===== src/rtl/partner_ability_pkg.sv =====
// constants, field layout and types of the partner ability register block
package partner_ability_pkg;
	// register addresses on the management port
	localparam logic [4:0]  PARTNER_ABILITY_OFFS = 5'h05;
	localparam logic [4:0]  IRQ_STATUS_OFFS      = 5'h1a;
	localparam logic [4:0]  IRQ_MASK_OFFS        = 5'h1b;
	// field positions of the partner register
	localparam int          NEXT_PAGE_BIT        = 15;
	localparam int          ACK_BIT              = 14;
	localparam int          REMOTE_FAULT_BIT     = 13;
	localparam int          PAUSE_BIT            = 10;
	localparam int          TECH_HI              = 9;
	localparam int          TECH_LO              = 5;
	localparam int          T100_HALF_BIT        = 7;
	localparam int          T10_HALF_BIT         = 5;
	localparam int          SELECTOR_HI          = 4;
	localparam int          SELECTOR_LO          = 0;
	localparam logic [15:0] PARTNER_RESET        = 16'h0000;
	// bits 12:11 forced low on read
	localparam logic [15:0] PARTNER_READ_MASK    = 16'he7ff;
	// interrupt status layout
	localparam int          IRQ_WIDTH            = 4;
	localparam int          IRQ_BASE_PAGE        = 0;
	localparam int          IRQ_NEXT_PAGE        = 1;
	localparam int          IRQ_PAR_DETECT       = 2;
	localparam int          IRQ_REMOTE_FAULT     = 3;
	localparam logic [3:0]  IRQ_RESET            = 4'h0;

	typedef enum logic [1:0] {
		PH_IDLE = 2'b00,
		PH_BASE = 2'b01,
		PH_NEXT = 2'b10,
		PH_DONE = 2'b11
	} phase_e;
endpackage : partner_ability_pkg


===== src/rtl/irq_bus_if.sv =====
// interface between the register block and its interrupt unit
`timescale 1ns/1ps
interface irq_bus_if;
	import partner_ability_pkg::*;
	logic [IRQ_WIDTH-1:0] events;
	logic                 wr_status;
	logic                 wr_mask;
	logic [IRQ_WIDTH-1:0] wdata;
	logic [IRQ_WIDTH-1:0] status;
	logic [IRQ_WIDTH-1:0] mask;
	logic                 irq;

	modport ctrl (
		output events,
		output wr_status,
		output wr_mask,
		output wdata,
		input  status,
		input  mask,
		input  irq
	);
	modport unit (
		input  events,
		input  wr_status,
		input  wr_mask,
		input  wdata,
		output status,
		output mask,
		output irq
	);
endinterface : irq_bus_if


===== src/rtl/partner_ability_reg.sv =====
// partner ability register with management port and interrupt events
//
// Design decision made here: strobed register access.
`timescale 1ns/1ps
module partner_ability_reg
	import partner_ability_pkg::*;
(
	input  logic        mclk,
	input  logic        rst_b,
	input  logic [4:0]  reg_addr,
	input  logic [15:0] reg_wdata,
	input  logic        reg_wr,
	input  logic        reg_rd,
	output logic [15:0] reg_rdata,
	input  logic        an_enable,
	input  logic        an_restart,
	input  logic        an_complete,
	input  logic        page_rx_valid,
	input  logic [15:0] page_rx_word,
	input  logic        page_rx_is_next,
	input  logic        partner_nway_able,
	input  logic        pd_link_100,
	input  logic        pd_link_10,
	input  logic        link_lost,
	output logic        page_received,
	output logic        irq
);
	////////////////////////////////////////////////////////////////////////////
	// state

	typedef struct packed {
		phase_e      phase;
		logic [15:0] ability;
		logic [15:0] shadow;
		logic        page_received;
		logic        complete_seen;
		logic [15:0] rdata;
	} main_s;

	main_s state_q;
	main_s state_d;

	function automatic logic addr_hit(input logic [4:0] addr, input logic [4:0] offs);
		addr_hit = (addr == offs);
	endfunction : addr_hit

	irq_bus_if irq_bus ();

	irq_unit u_irq (
		.mclk  (mclk),
		.rst_b (rst_b),
		.bus   (irq_bus)
	);

	////////////////////////////////////////////////////////////////////////////
	// decode of incoming events

	logic take_base;
	logic take_next;
	logic complete_rise;
	logic pd_ok;
	logic commit;
	logic read_partner;

	// restart outranks every page and detection event of its cycle but the page_received flag, which a page still sets
	assign take_base     = page_rx_valid && !page_rx_is_next && !an_restart;
	assign take_next     = page_rx_valid && page_rx_is_next && !an_restart;
	assign complete_rise = an_complete && !state_q.complete_seen;
	assign pd_ok         = an_enable && !partner_nway_able && !an_restart;
	// a page arriving together with completion is kept, and that completion never commits the shadow
	assign commit        = complete_rise && (state_q.phase == PH_NEXT) && !page_rx_valid
		&& !an_restart;
	assign read_partner  = reg_rd && addr_hit(reg_addr, PARTNER_ABILITY_OFFS);

	assign irq_bus.events[IRQ_BASE_PAGE]    = take_base;
	assign irq_bus.events[IRQ_NEXT_PAGE]    = commit;
	assign irq_bus.events[IRQ_PAR_DETECT]   = pd_ok && (pd_link_100 || pd_link_10);
	assign irq_bus.events[IRQ_REMOTE_FAULT] = take_base && page_rx_word[REMOTE_FAULT_BIT];
	assign irq_bus.wr_status = reg_wr && addr_hit(reg_addr, IRQ_STATUS_OFFS);
	assign irq_bus.wr_mask   = reg_wr && addr_hit(reg_addr, IRQ_MASK_OFFS);
	assign irq_bus.wdata     = reg_wdata[IRQ_WIDTH-1:0];

	////////////////////////////////////////////////////////////////////////////
	// next state

	always_comb
	begin
		state_d = state_q;
		state_d.complete_seen = an_complete;

		// read data stand for one cycle only, zero otherwise
		state_d.rdata = '0;
		if (reg_rd)
		begin
			case (reg_addr)
				PARTNER_ABILITY_OFFS: state_d.rdata = state_q.ability & PARTNER_READ_MASK;
				IRQ_STATUS_OFFS:      state_d.rdata[IRQ_WIDTH-1:0] = irq_bus.status;
				IRQ_MASK_OFFS:        state_d.rdata[IRQ_WIDTH-1:0] = irq_bus.mask;
				default:              state_d.rdata = '0;
			endcase
		end

		if (read_partner || link_lost)
			state_d.page_received = 1'b0;
		if (page_rx_valid)
			state_d.page_received = 1'b1;

		if (an_restart)
		begin
			state_d.ability = PARTNER_RESET;
			state_d.shadow  = PARTNER_RESET;
			state_d.phase   = PH_IDLE;
		end
		else
		begin
			case (state_q.phase)
				PH_IDLE, PH_BASE, PH_NEXT, PH_DONE:
				begin
					// whole base word copied: next page, ack, fault, pause, tech, selector
					if (take_base)
					begin
						state_d.ability = page_rx_word;
						state_d.phase   = PH_BASE;
					end
					else if (take_next)
					begin
						state_d.shadow = page_rx_word;
						state_d.phase  = PH_NEXT;
					end
					else if (commit)
					begin
						state_d.ability = state_q.shadow;
						state_d.phase   = PH_DONE;
					end
					else if (complete_rise)
						state_d.phase = PH_DONE;
				end
				default: state_d.phase = PH_IDLE;
			endcase
			if (pd_ok && pd_link_100)
			begin
				state_d.ability[T100_HALF_BIT] = 1'b1;
				state_d.phase = PH_DONE;
			end
			if (pd_ok && pd_link_10)
			begin
				state_d.ability[T10_HALF_BIT] = 1'b1;
				state_d.phase = PH_DONE;
			end
		end
		// a write to the partner address falls through with no effect
	end

	always_ff @(posedge mclk or negedge rst_b)
	begin
		if (!rst_b)
		begin
			state_q.phase         <= PH_IDLE;
			state_q.ability       <= PARTNER_RESET;
			state_q.shadow        <= PARTNER_RESET;
			state_q.page_received <= 1'b0;
			state_q.complete_seen <= 1'b0;
			state_q.rdata         <= 16'h0000;
		end
		else
			state_q <= state_d;
	end

	assign reg_rdata     = state_q.rdata;
	assign page_received = state_q.page_received;
	assign irq           = irq_bus.irq;

	////////////////////////////////////////////////////////////////////////////
	// checks

	logic quiet;
	assign quiet = !an_restart && !page_rx_valid && !complete_rise && !pd_ok;
endmodule : partner_ability_reg


===== src/rtl/irq_unit.sv =====
// sticky interrupt status, mask and level interrupt output
`timescale 1ns/1ps
module irq_unit
	import partner_ability_pkg::*;
(
	input logic     mclk,
	input logic     rst_b,
	irq_bus_if.unit bus
);
	typedef struct packed {
		logic [IRQ_WIDTH-1:0] status;
		logic [IRQ_WIDTH-1:0] mask;
	} irq_s;

	irq_s state_q;
	irq_s state_d;

	always_comb
	begin
		state_d = state_q;
		// set after clear: an event in the clearing cycle survives
		if (bus.wr_status)
			state_d.status = state_q.status & ~bus.wdata;
		state_d.status = state_d.status | bus.events;
		if (bus.wr_mask)
			state_d.mask = bus.wdata;
	end

	always_ff @(posedge mclk or negedge rst_b)
	begin
		if (!rst_b)
			state_q <= '{status: IRQ_RESET, mask: IRQ_RESET};
		else
			state_q <= state_d;
	end

	assign bus.status = state_q.status;
	assign bus.mask   = state_q.mask;
	assign bus.irq    = |(state_q.status & state_q.mask);

	genvar gi;
	generate
		for (gi = 0; gi < IRQ_WIDTH; gi++)
		begin : g_bit

		end
	endgenerate
endmodule : irq_unit


===== config.mk =====
export PLATFORM = sky130hd
export DESIGN_NAME = partner_ability_reg
export DESIGN_NICKNAME = d
export VERILOG_FILES = /design/src/rtl/partner_ability_pkg.sv /design/src/rtl/irq_bus_if.sv /design/src/rtl/partner_ability_reg.sv /design/src/rtl/irq_unit.sv
export SDC_FILE = /design/constraint.sdc
export NUM_CORES = 1
export LEC_CHECK = 0
export ABC_CLOCK_PERIOD_IN_PS = 2500
export BUFFER_PORTS_ARGS = -buffer_cell sky130_fd_sc_hd__buf_4
export CAP_MARGIN = 20
export CORE_ASPECT_RATIO = 1.1
export CORE_MARGIN = 2
export CORE_UTILIZATION = 55
export DETAILED_ROUTE_END_ITERATION = 10
export GPL_ROUTABILITY_DRIVEN = 0
export PLACE_DENSITY = 0.84
export SETUP_SLACK_MARGIN = 0.3
export SLEW_MARGIN = 5
export SYNTH_ARGS = -nofsm -noshare
export SYNTH_HDL_FRONTEND = slang
export SYNTH_HIERARCHICAL = 1
export SYNTH_SLANG_ARGS = --single-unit
export TNS_END_PERCENT = 100

===== constraint.sdc =====
create_clock -name mclk -period 2.5 [get_ports mclk]
set_input_delay 0.75 -clock mclk [delete_from_list [all_inputs] [get_ports mclk]]
set_output_delay 0.75 -clock mclk [all_outputs]
set_load 0.05 [all_outputs]

# After elaboration in Yosys (flattened, before gate mapping)
# Index checks and enable logic that the tools add are counted.
[word_totals]
elab_cells = 81
output_inout_bits = 18
register_bits = 60
[classes]
n_eq_ne = 15
n_bitwise = 4
reduce_logical = 32
muxes = 20
[op_table]
columns = ["operator", "count"]
rows = [
  ["$mux 16", 5],
  ["$mux 34", 2],
  ["$ne 5x5->1 const B", 4],
  ["$mux 18", 1],
  ["$logic_and 1x1->1", 17],
  ["$mux 12", 1],
  ["$pmux 4 s3", 1],
  ["$eq 5x5->1 const B", 2],
  ["$mux 2", 5],
  ["$and 4x4->4", 2],
  ["$ne 4x4->1 const B", 2],
  ["$ne 8x8->1 const B", 1],
  ["$reduce_and 2->1", 4],
  ["$reduce_or 4->1", 2],
  ["$ne 3x3->1 const B", 2],
  ["$eq 5x3->1 const B", 1],
  ["$logic_not 1->1", 5],
  ["$eq 2x2->1 const B", 2],
  ["$mux 1", 4],
  ["$mux 4", 1],
  ["$not 4->4", 1],
  ["$or 4x4->4", 1],
  ["$eq 2x1->1 const B", 1],
  ["$logic_not 2->1", 1],
  ["other kinds (2)", 3],
]

# Depth between registers and ports, before layout
# Gate-level depths: netlist of run 1.
[depth]
ltp_word = 12
depth_mapped = 6
ltp_nobuf = 6

# Modules after synthesis
# The synthesis of run 1 kept the hierarchy.
[by_module_without_submodules]
columns = ["module", "area_each_um2", "cells_per_inst", "instances"]
rows = [
  ["partner_ability_reg", 2113.3, 229, 1],
  ["irq_unit", 309.0, 23, 1],
]

# Least setup slack after synthesis of run 1
# No wires, ideal clock.
[synth_path]
path_type = "input -> register"
startpoint = "input port reg_addr[2]"
endpoint = "register u_irq.state_q (netlist bit u_irq/bus.mask[0])"
path_slack_ps = 746
setup_time_ps = 128
path_buffers = 0
stages = 4
required_ps = 2372
arrival_ps = 1627
cell_sequence = "nand4b_1 -> inv_1 -> and3_1 -> mux2_1"
[synth_between]
elab_chain_cells = 2
[synth_rtl]
columns = ["item", "line", "rtl"]
rows = [
  ["from (decl)", "partner_ability_reg.sv:10", "input logic [4:0] reg_addr,"],
  ["$eq 5x5->1", "partner_ability_reg.sv:44", "addr_hit = (addr == offs);"],
  ["$logic_and 1x1->1", "partner_ability_reg.sv:80", "assign irq_bus.wr_mask = reg_wr && addr_hit(reg_addr, IRQ_MASK_OFFS);"],
  ["net irq_bus.wr_mask", "irq_bus_if.sv:7", "logic wr_mask;"],
  ["to (signal assigned)", "irq_unit.sv:32", "state_q <= '{status: IRQ_RESET, mask: IRQ_RESET};"],
  ["to (signal assigned)", "irq_unit.sv:34", "state_q <= state_d;"],
  ["to (decl)", "irq_unit.sv:15", "irq_s state_q;"],
]
# The timed path passes the listed nets, and every way through them passes these cells.
# A chain may end at the register's enable or synchronous reset.

# Worst setup path after layout of run 1
[layout_path]
startpoint = "register u_irq.state_q (netlist bit u_irq/bus.status[2])"
endpoint = "output port irq"
[layout_between]
elab_chain_cells = 2
[layout_rtl]
columns = ["item", "line", "rtl"]
rows = [
  ["$and 4x4->4", "irq_unit.sv:39", "assign bus.irq = |(state_q.status & state_q.mask);"],
  ["$reduce_or 4->1", "irq_unit.sv:39", ""],
  ["to (decl)", "partner_ability_reg.sv:26", "output logic irq"],
]
# No other way between the ends.

==> results of run 1 <==
## logic make-up after synthesis
| logic type | synth area share |
|---|---|
| DFF | 0.558 |
| muxes | 0.0439 |
| and+or+nand+nor | 0.191 |
| AOI/OAI and AO/OA | 0.128 |
| other | 0.00155 |
| buffers and inverters | 0.0785 |
## power breakdown
part / leakage, nW / switching [mW] / internal (mW)
Combinational: 0.655 / 0.148 / 0.107
Clock: 0.0452 / 0.270 / 0.198
Sequential: 0.702 / 0.0373 / 0.931
Total: 1.40 / 0.456 / 1.24
## sequential cells by signal (all words and copies together) (netlist names)
name,count
reg_rdata,14
state_q,31
u_irq/bus.mask,4
u_irq/bus.status,4
page_received,1
## through the flow
step	util	instances	instance area [µm²]
2_1_floorplan	-	253	2430
3_5_place_dp	0.641	333	2730
4_1_cts	0.661	341	2810
6_report	0.661	341	2810
5_1_grt	0.661	341	2810
3_3_place_gp	0.641	333	2730
## Yosys cell counts, types with 2 or more instances
| master | number |
|---|---|
| buf_2 | 5 |
| nand2_1 | 51 |
| inv_1 | 5 |
| a22oi_1 | 3 |
| nor2b_1 | 6 |
| a21oi_1 | 30 |
| a21o_1 | 4 |
| mux2_1 | 5 |
| mux2i_1 | 5 |
| nor3_1 | 2 |
| o21ai_1 | 3 |
| dfrtp_1 | 54 |
| clkbuf_1 | 7 |
| o21ai_0 | 12 |
| nor2_1 | 19 |
| buf_4 | 16 |
| and3_1 | 11 |
## per-layer routing
layer	vias up	routed length, µm	global-route usage
met3	13	216	0.0383
li1	887	-	-
met4	0	123	0.111
met5	-	0	0
met2	53	2330	0.345
met1	845	2040	0.265
## path summary, 6_finish.rpt
path | end | slack, ns | cells past startpoint
hold / removal | state_q[41]$_DFFE_PN0P_ | 0.47 | 1
hold reg to reg | reg_rdata[14]$_DFF_PN0_ | 0.51 | 1
min in group mclk | reg_rdata[14]$_DFF_PN0_ | 0.51 | 1
setup reg to reg | state_q[43]$_DFFE_PN0P_ | 1.02 | 4
max in group asynchronous | state_q[42]$_DFFE_PN0P_ | 1.58 | 1
setup / recovery | irq | 0.57 | 3
## worst max-delay path, cell delays in order, from the launching register on
cell and delay, ns:
dfrtp_1 0.41, a22oi_1 0.20, nand2_1 0.07, buf_4 0.19
## final cells by class
class                   instances  area, µm²
multi-input cells             166        885
repair buffers                 54        405
fillers                       355       1440
clock buffers                   6       72.6
inverters                       5       18.8
well taps                      54       67.6
flip-flops and latches         54       1350
clock inverters                 2       13.8
==> qor.yml, run 1 <==
pwr:
  power.static_leakage_nw: 1.40
  powerDensity_nw_per_um2: 601
  total_power_mw: 1.69
  ir_worst_vdd_mv: 0.372
die:
  die_w_um: 67.3
  rows: 25
  core-area_um2: 4250
  die_area_um2: 4950
  initial_core_util: 0.569
  fp.dieH_um: 73.6
  io-pin-count: 68
global_route:
  overflow: 0
  grt_pass1_vias: 1819
  track_usage: 0.211
  grt_start_max_net_pins: 55
  grt_pass1_wl_mm: 7.84
  antenna_found_initial: 0
clocking:
  cts_sinks: 54
  clk_path_buf_depth: 2
  ctsHoldBuffers: 0
  post_cts_buffers: 0
  cts_root_buf: "clkbuf_8"
  htree_levels: 2
  clkLatencyLatePin_ns: 0.31
  clk_pin_slew_ns: 0.09
  cts_tree: "yes"
  cts_inserted_buffers: 5
  cts.repair.resized: 0
job:
  drv_cap: 0
sta:
  slew_headroom: 0.560
  fin_crit_sh: 0.771
  period_needed_ns: 1.93
  skew_ns: 0.00760
  setup_violations: 0
  timing.hold.ws_ns: 0.475
  rsz0062_at_grt: "false"
  timing.fmax_mhz: 519
  timing_hold_violations_final: 0
  final_max_slew_viol_count: 0
  worst_slack_ns: 0.573
  setup-tns-final_ns: 0
  worst_slew_pin_slew_ns: 0.661
synthesis:
  syn_avg_cell_area_um2: 9.61
  synth_top_area_share: 0.558
  ys_types: 31
  synth_seq_cells: 54
  syn_area_um2: 2420
  synth-main-ff-cell: "dfrtp_1"
  yosysWarnings: 6
  synth_edf_count: 0
  ys_async_sr_fraction: 1.00
  synth_top_area_cell: "dfrtp_1"
  syn_inst: 252
  synth_area_leaders: "dfrtp_1 56%, nand2_1 7.9%, a21oi_1 6.2%"
  synth_seq_area_share: 0.558
status:
  status: "completed"
critical_path:
  startpoint: "u_irq/bus.status[2]$_DFF_PN0_"
  r2r-start: "state_q[50]$_DFFE_PN0P_"
  crit_required_ns: 1.75
  end_kind: "output port"
  worstPathArrival_ns: 1.18
  start_kind: "register"
  path_class: "register to output port"
  cp_max_fo: 3
route:
  drc: 0
  antenna_left: 0
  wl_per_cell_um: 13.8
  vias: 1798
  drt-pass1-iter-count: 4
  first_iter_violations: 90
  viasPerCell: 5.27
  wl_mm: 4.70
placed_design:
  place_hpwl_mm: 3.32
  numPortBuffers: 51
  place_ws_ns: 0.525
hold_path:
  hold_class: "input port to async pin"
layout:
  layout_common_cells: "54 x buf_4, 54 x dfrtp_1, 51 x nand2_1, 30 x a21oi_1, 19 x nor2_1"
  area_growth_syn_to_layout_pct: 16.2
  drive_gt1_frac: 0.223
  final_nets: 336
  n_antenna_cell: 0
Note: power is estimated with default switching activity, not from simulation.
==> inputs of run 2 (changes only) <==
--- a/config.mk
+++ b/config.mk
@@ -5,15 +5,15 @@
 export SDC_FILE = /design/constraint.sdc
 export NUM_CORES = 1
 export LEC_CHECK = 0
-export ABC_CLOCK_PERIOD_IN_PS = 2500
+export ABC_CLOCK_PERIOD_IN_PS = 1670
 export BUFFER_PORTS_ARGS = -buffer_cell sky130_fd_sc_hd__buf_4
 export CAP_MARGIN = 20
 export CORE_ASPECT_RATIO = 1.1
 export CORE_MARGIN = 2
-export CORE_UTILIZATION = 55
+export CORE_UTILIZATION = 46
 export DETAILED_ROUTE_END_ITERATION = 10
 export GPL_ROUTABILITY_DRIVEN = 0
-export PLACE_DENSITY = 0.84
+export PLACE_DENSITY = 0.75
 export SETUP_SLACK_MARGIN = 0.3
 export SLEW_MARGIN = 5
 export SYNTH_ARGS = -nofsm -noshare
==> constraint.sdc (replaced) <==
create_clock -name mclk -period 1.67 [get_ports mclk]
set_input_delay 0.501 -clock mclk [delete_from_list [all_inputs] [get_ports mclk]]
set_output_delay 0.501 -clock mclk [all_outputs]
set_load 0.05 [all_outputs]
==> run 2 against run 1 <==
Compared with the run above: non-clock buffer count grew 12; via count grew 4.6%; worst hold slack got worse by 0.38 ns; combinational power is 79% higher; clock power is 50% higher; clock skew hardly changed; sequential share of layout area fell by 3.8 points; cell count is 4.7% higher; setup slack worse by 0.56 ns; largest power group unchanged.
==> qor.yml, run 2 (synthesis results as in run 1) <==
placed_design:
  place_area_um2: 2820
  numPortBuffers: 51
  place_ws_ns: 0.0203
  place_hpwl_mm: 3.54
global_route:
  track_usage: 0.189
  grt_pass1_vias: 1826
  grt_start_max_net_pins: 28
  grt_pass1_wl_mm: 8.47
  antenna_found_initial: 0
  overflow: 0
status:
  status: "completed"
die:
  fp.dieH_um: 80.1
  io-pin-count: 68
  die_area_um2: 5860
  core-area_um2: 5030
  die_w_um: 73.2
  initial_core_util: 0.481
  rows: 27
critical_path:
  start_kind: "register"
  worstPathArrival_ns: 1.16
  cp_max_fo: 2
  crit_required_ns: 1.17
  end_kind: "output port"
  path_class: "register to output port"
route:
  drt-pass1-iter-count: 6
  drc: 0
  first_iter_violations: 123
  viasPerCell: 5.27
  wl_mm: 5.17
  vias: 1880
  wl_per_cell_um: 14.5
  antenna_left: 0
layout:
  n_antenna_cell: 0
  largest_reg_flops: 31
  largest-register: "state_q"
  final_nets: 349
  drive_gt1_frac: 0.281
  layout_common_cells: "54 x dfrtp_1, 50 x nand2_1, 47 x buf_4, 30 x a21oi_1, 19 x nor2_1"
  final_core_util: 0.607
  area_growth_syn_to_layout_pct: 26.1
  final_common_cell: "dfrtp_1"
  final_cell_area_um2: 3060
sta:
  period_needed_ns: 1.66
  rsz0062_at_grt: "true"
  worst_slack_ns: 0.0128
  skew_ns: 0.00774
  timing_hold_violations_final: 0
  timing.fmax_mhz: 603
  setup-tns-final_ns: 0
  final_max_slew_viol_count: 0
  fin_crit_sh: 0.992
  setup_violations: 0
clocking:
  cts_tree: "yes"
  cts_root_buf: "clkbuf_8"
  clk_pin_slew_ns: 0.09
  clkLatencyLatePin_ns: 0.30
  htree_levels: 2
  clk_path_buf_depth: 2
  cts_inserted_buffers: 5
  ctsHoldBuffers: 0
  cts_sinks: 54
hold_path:
  hold_class: "input port to async pin"
job:
  drv_cap: 0
pwr:
  ir_worst_vdd_mv: 0.427
  powerDensity_nw_per_um2: 856
  power.static_leakage_nw: 1.49
run 2: cell count changes in the layout (fill, tap and decap cells not counted), moves of 2 or more:
cell / delta
buf_6: +17
a22oi_1: -2
o21ai_0: -11
buf_12: +2
o21ai_1: +9
buf_4: -7
a211o_4: +2
o21ai_2: +2
a22oi_2: +2
clkinvlp_4: +2
run 2: final cells by class:
cell class	count	area [µm²]
fillers	426	1980
flip-flops and latches	54	1350
multi-input cells	167	945
repair buffers	66	584
well taps	58	72.6
clock buffers	5	68.8
inverters	5	18.8
clock inverters	2	15.0
run 2: power breakdown:
part	leakage, nW	switching, mW	internal (mW)	total, mW
registers	0.702	0.0640	1.39	1.46
logic	0.751	0.244	0.213	0.457
clock network	0.0362	0.415	0.287	0.702
total	1.49	0.722	1.89	2.62
run 2: critical path: stages, from the launching register on:
cell	delay [ns]
dfrtp_1	0.41
a22oi_2	0.19
nand2_1	0.09
buf_6	0.16
run 2: worst paths after layout:
| check | from | endpoint | slack, ns | cells past startpoint |
|---|---|---|---|---|
| worst max-delay path | u_irq/bus.status[0]$_DFF_PN0_ | irq | 0.01 | 3 |
| worst min-delay path | rst_b | page_received$_DFFE_PN0P_ | 0.1 | 1 |
| worst max register to register | state_q[16]$_DFF_PN0_ | state_q[49]$_DFFE_PN0P_ | 0.34 | 5 |
| worst min register to register | state_q[49]$_DFFE_PN0P_ | reg_rdata[15]$_DFF_PN0_ | 0.52 | 1 |
| max in group asynchronous | rst_b | state_q[33]$_DFFE_PN0P_ | 1.12 | 2 |
| min in group mclk | an_complete | state_q[16]$_DFF_PN0_ | 0.32 | 1 |
run 2: repair_timing:
action                     CTS  global route
cloned                       0             1
pin swaps                    1             4
setup endpoints to repair   17            28
gates resized for setup      6            32
setup buffers                5             0
run 2: per-stage QoR:
stage	power [mW]	hold slack, ns	std cells
4_1_cts	2.61	0.0983	356
5_1_grt	2.75	0.114	357
3_3_place_gp	1.87	0.442	344
6_report	2.62	0.0977	357
2_1_floorplan	1.70	0.205	253
3_5_place_dp	1.88	0.439	344
run 2: layer usage:
metal | wire length (µm) | up-vias | GRT usage
li1 | - | 921 | -
met1 | 2130 | 891 | 0.247
met2 | 2680 | 61 | 0.314
met3 | 263 | 7 | 0.0263
met4 | 89 | 0 | 0.0778
met5 | 0 | - | 0
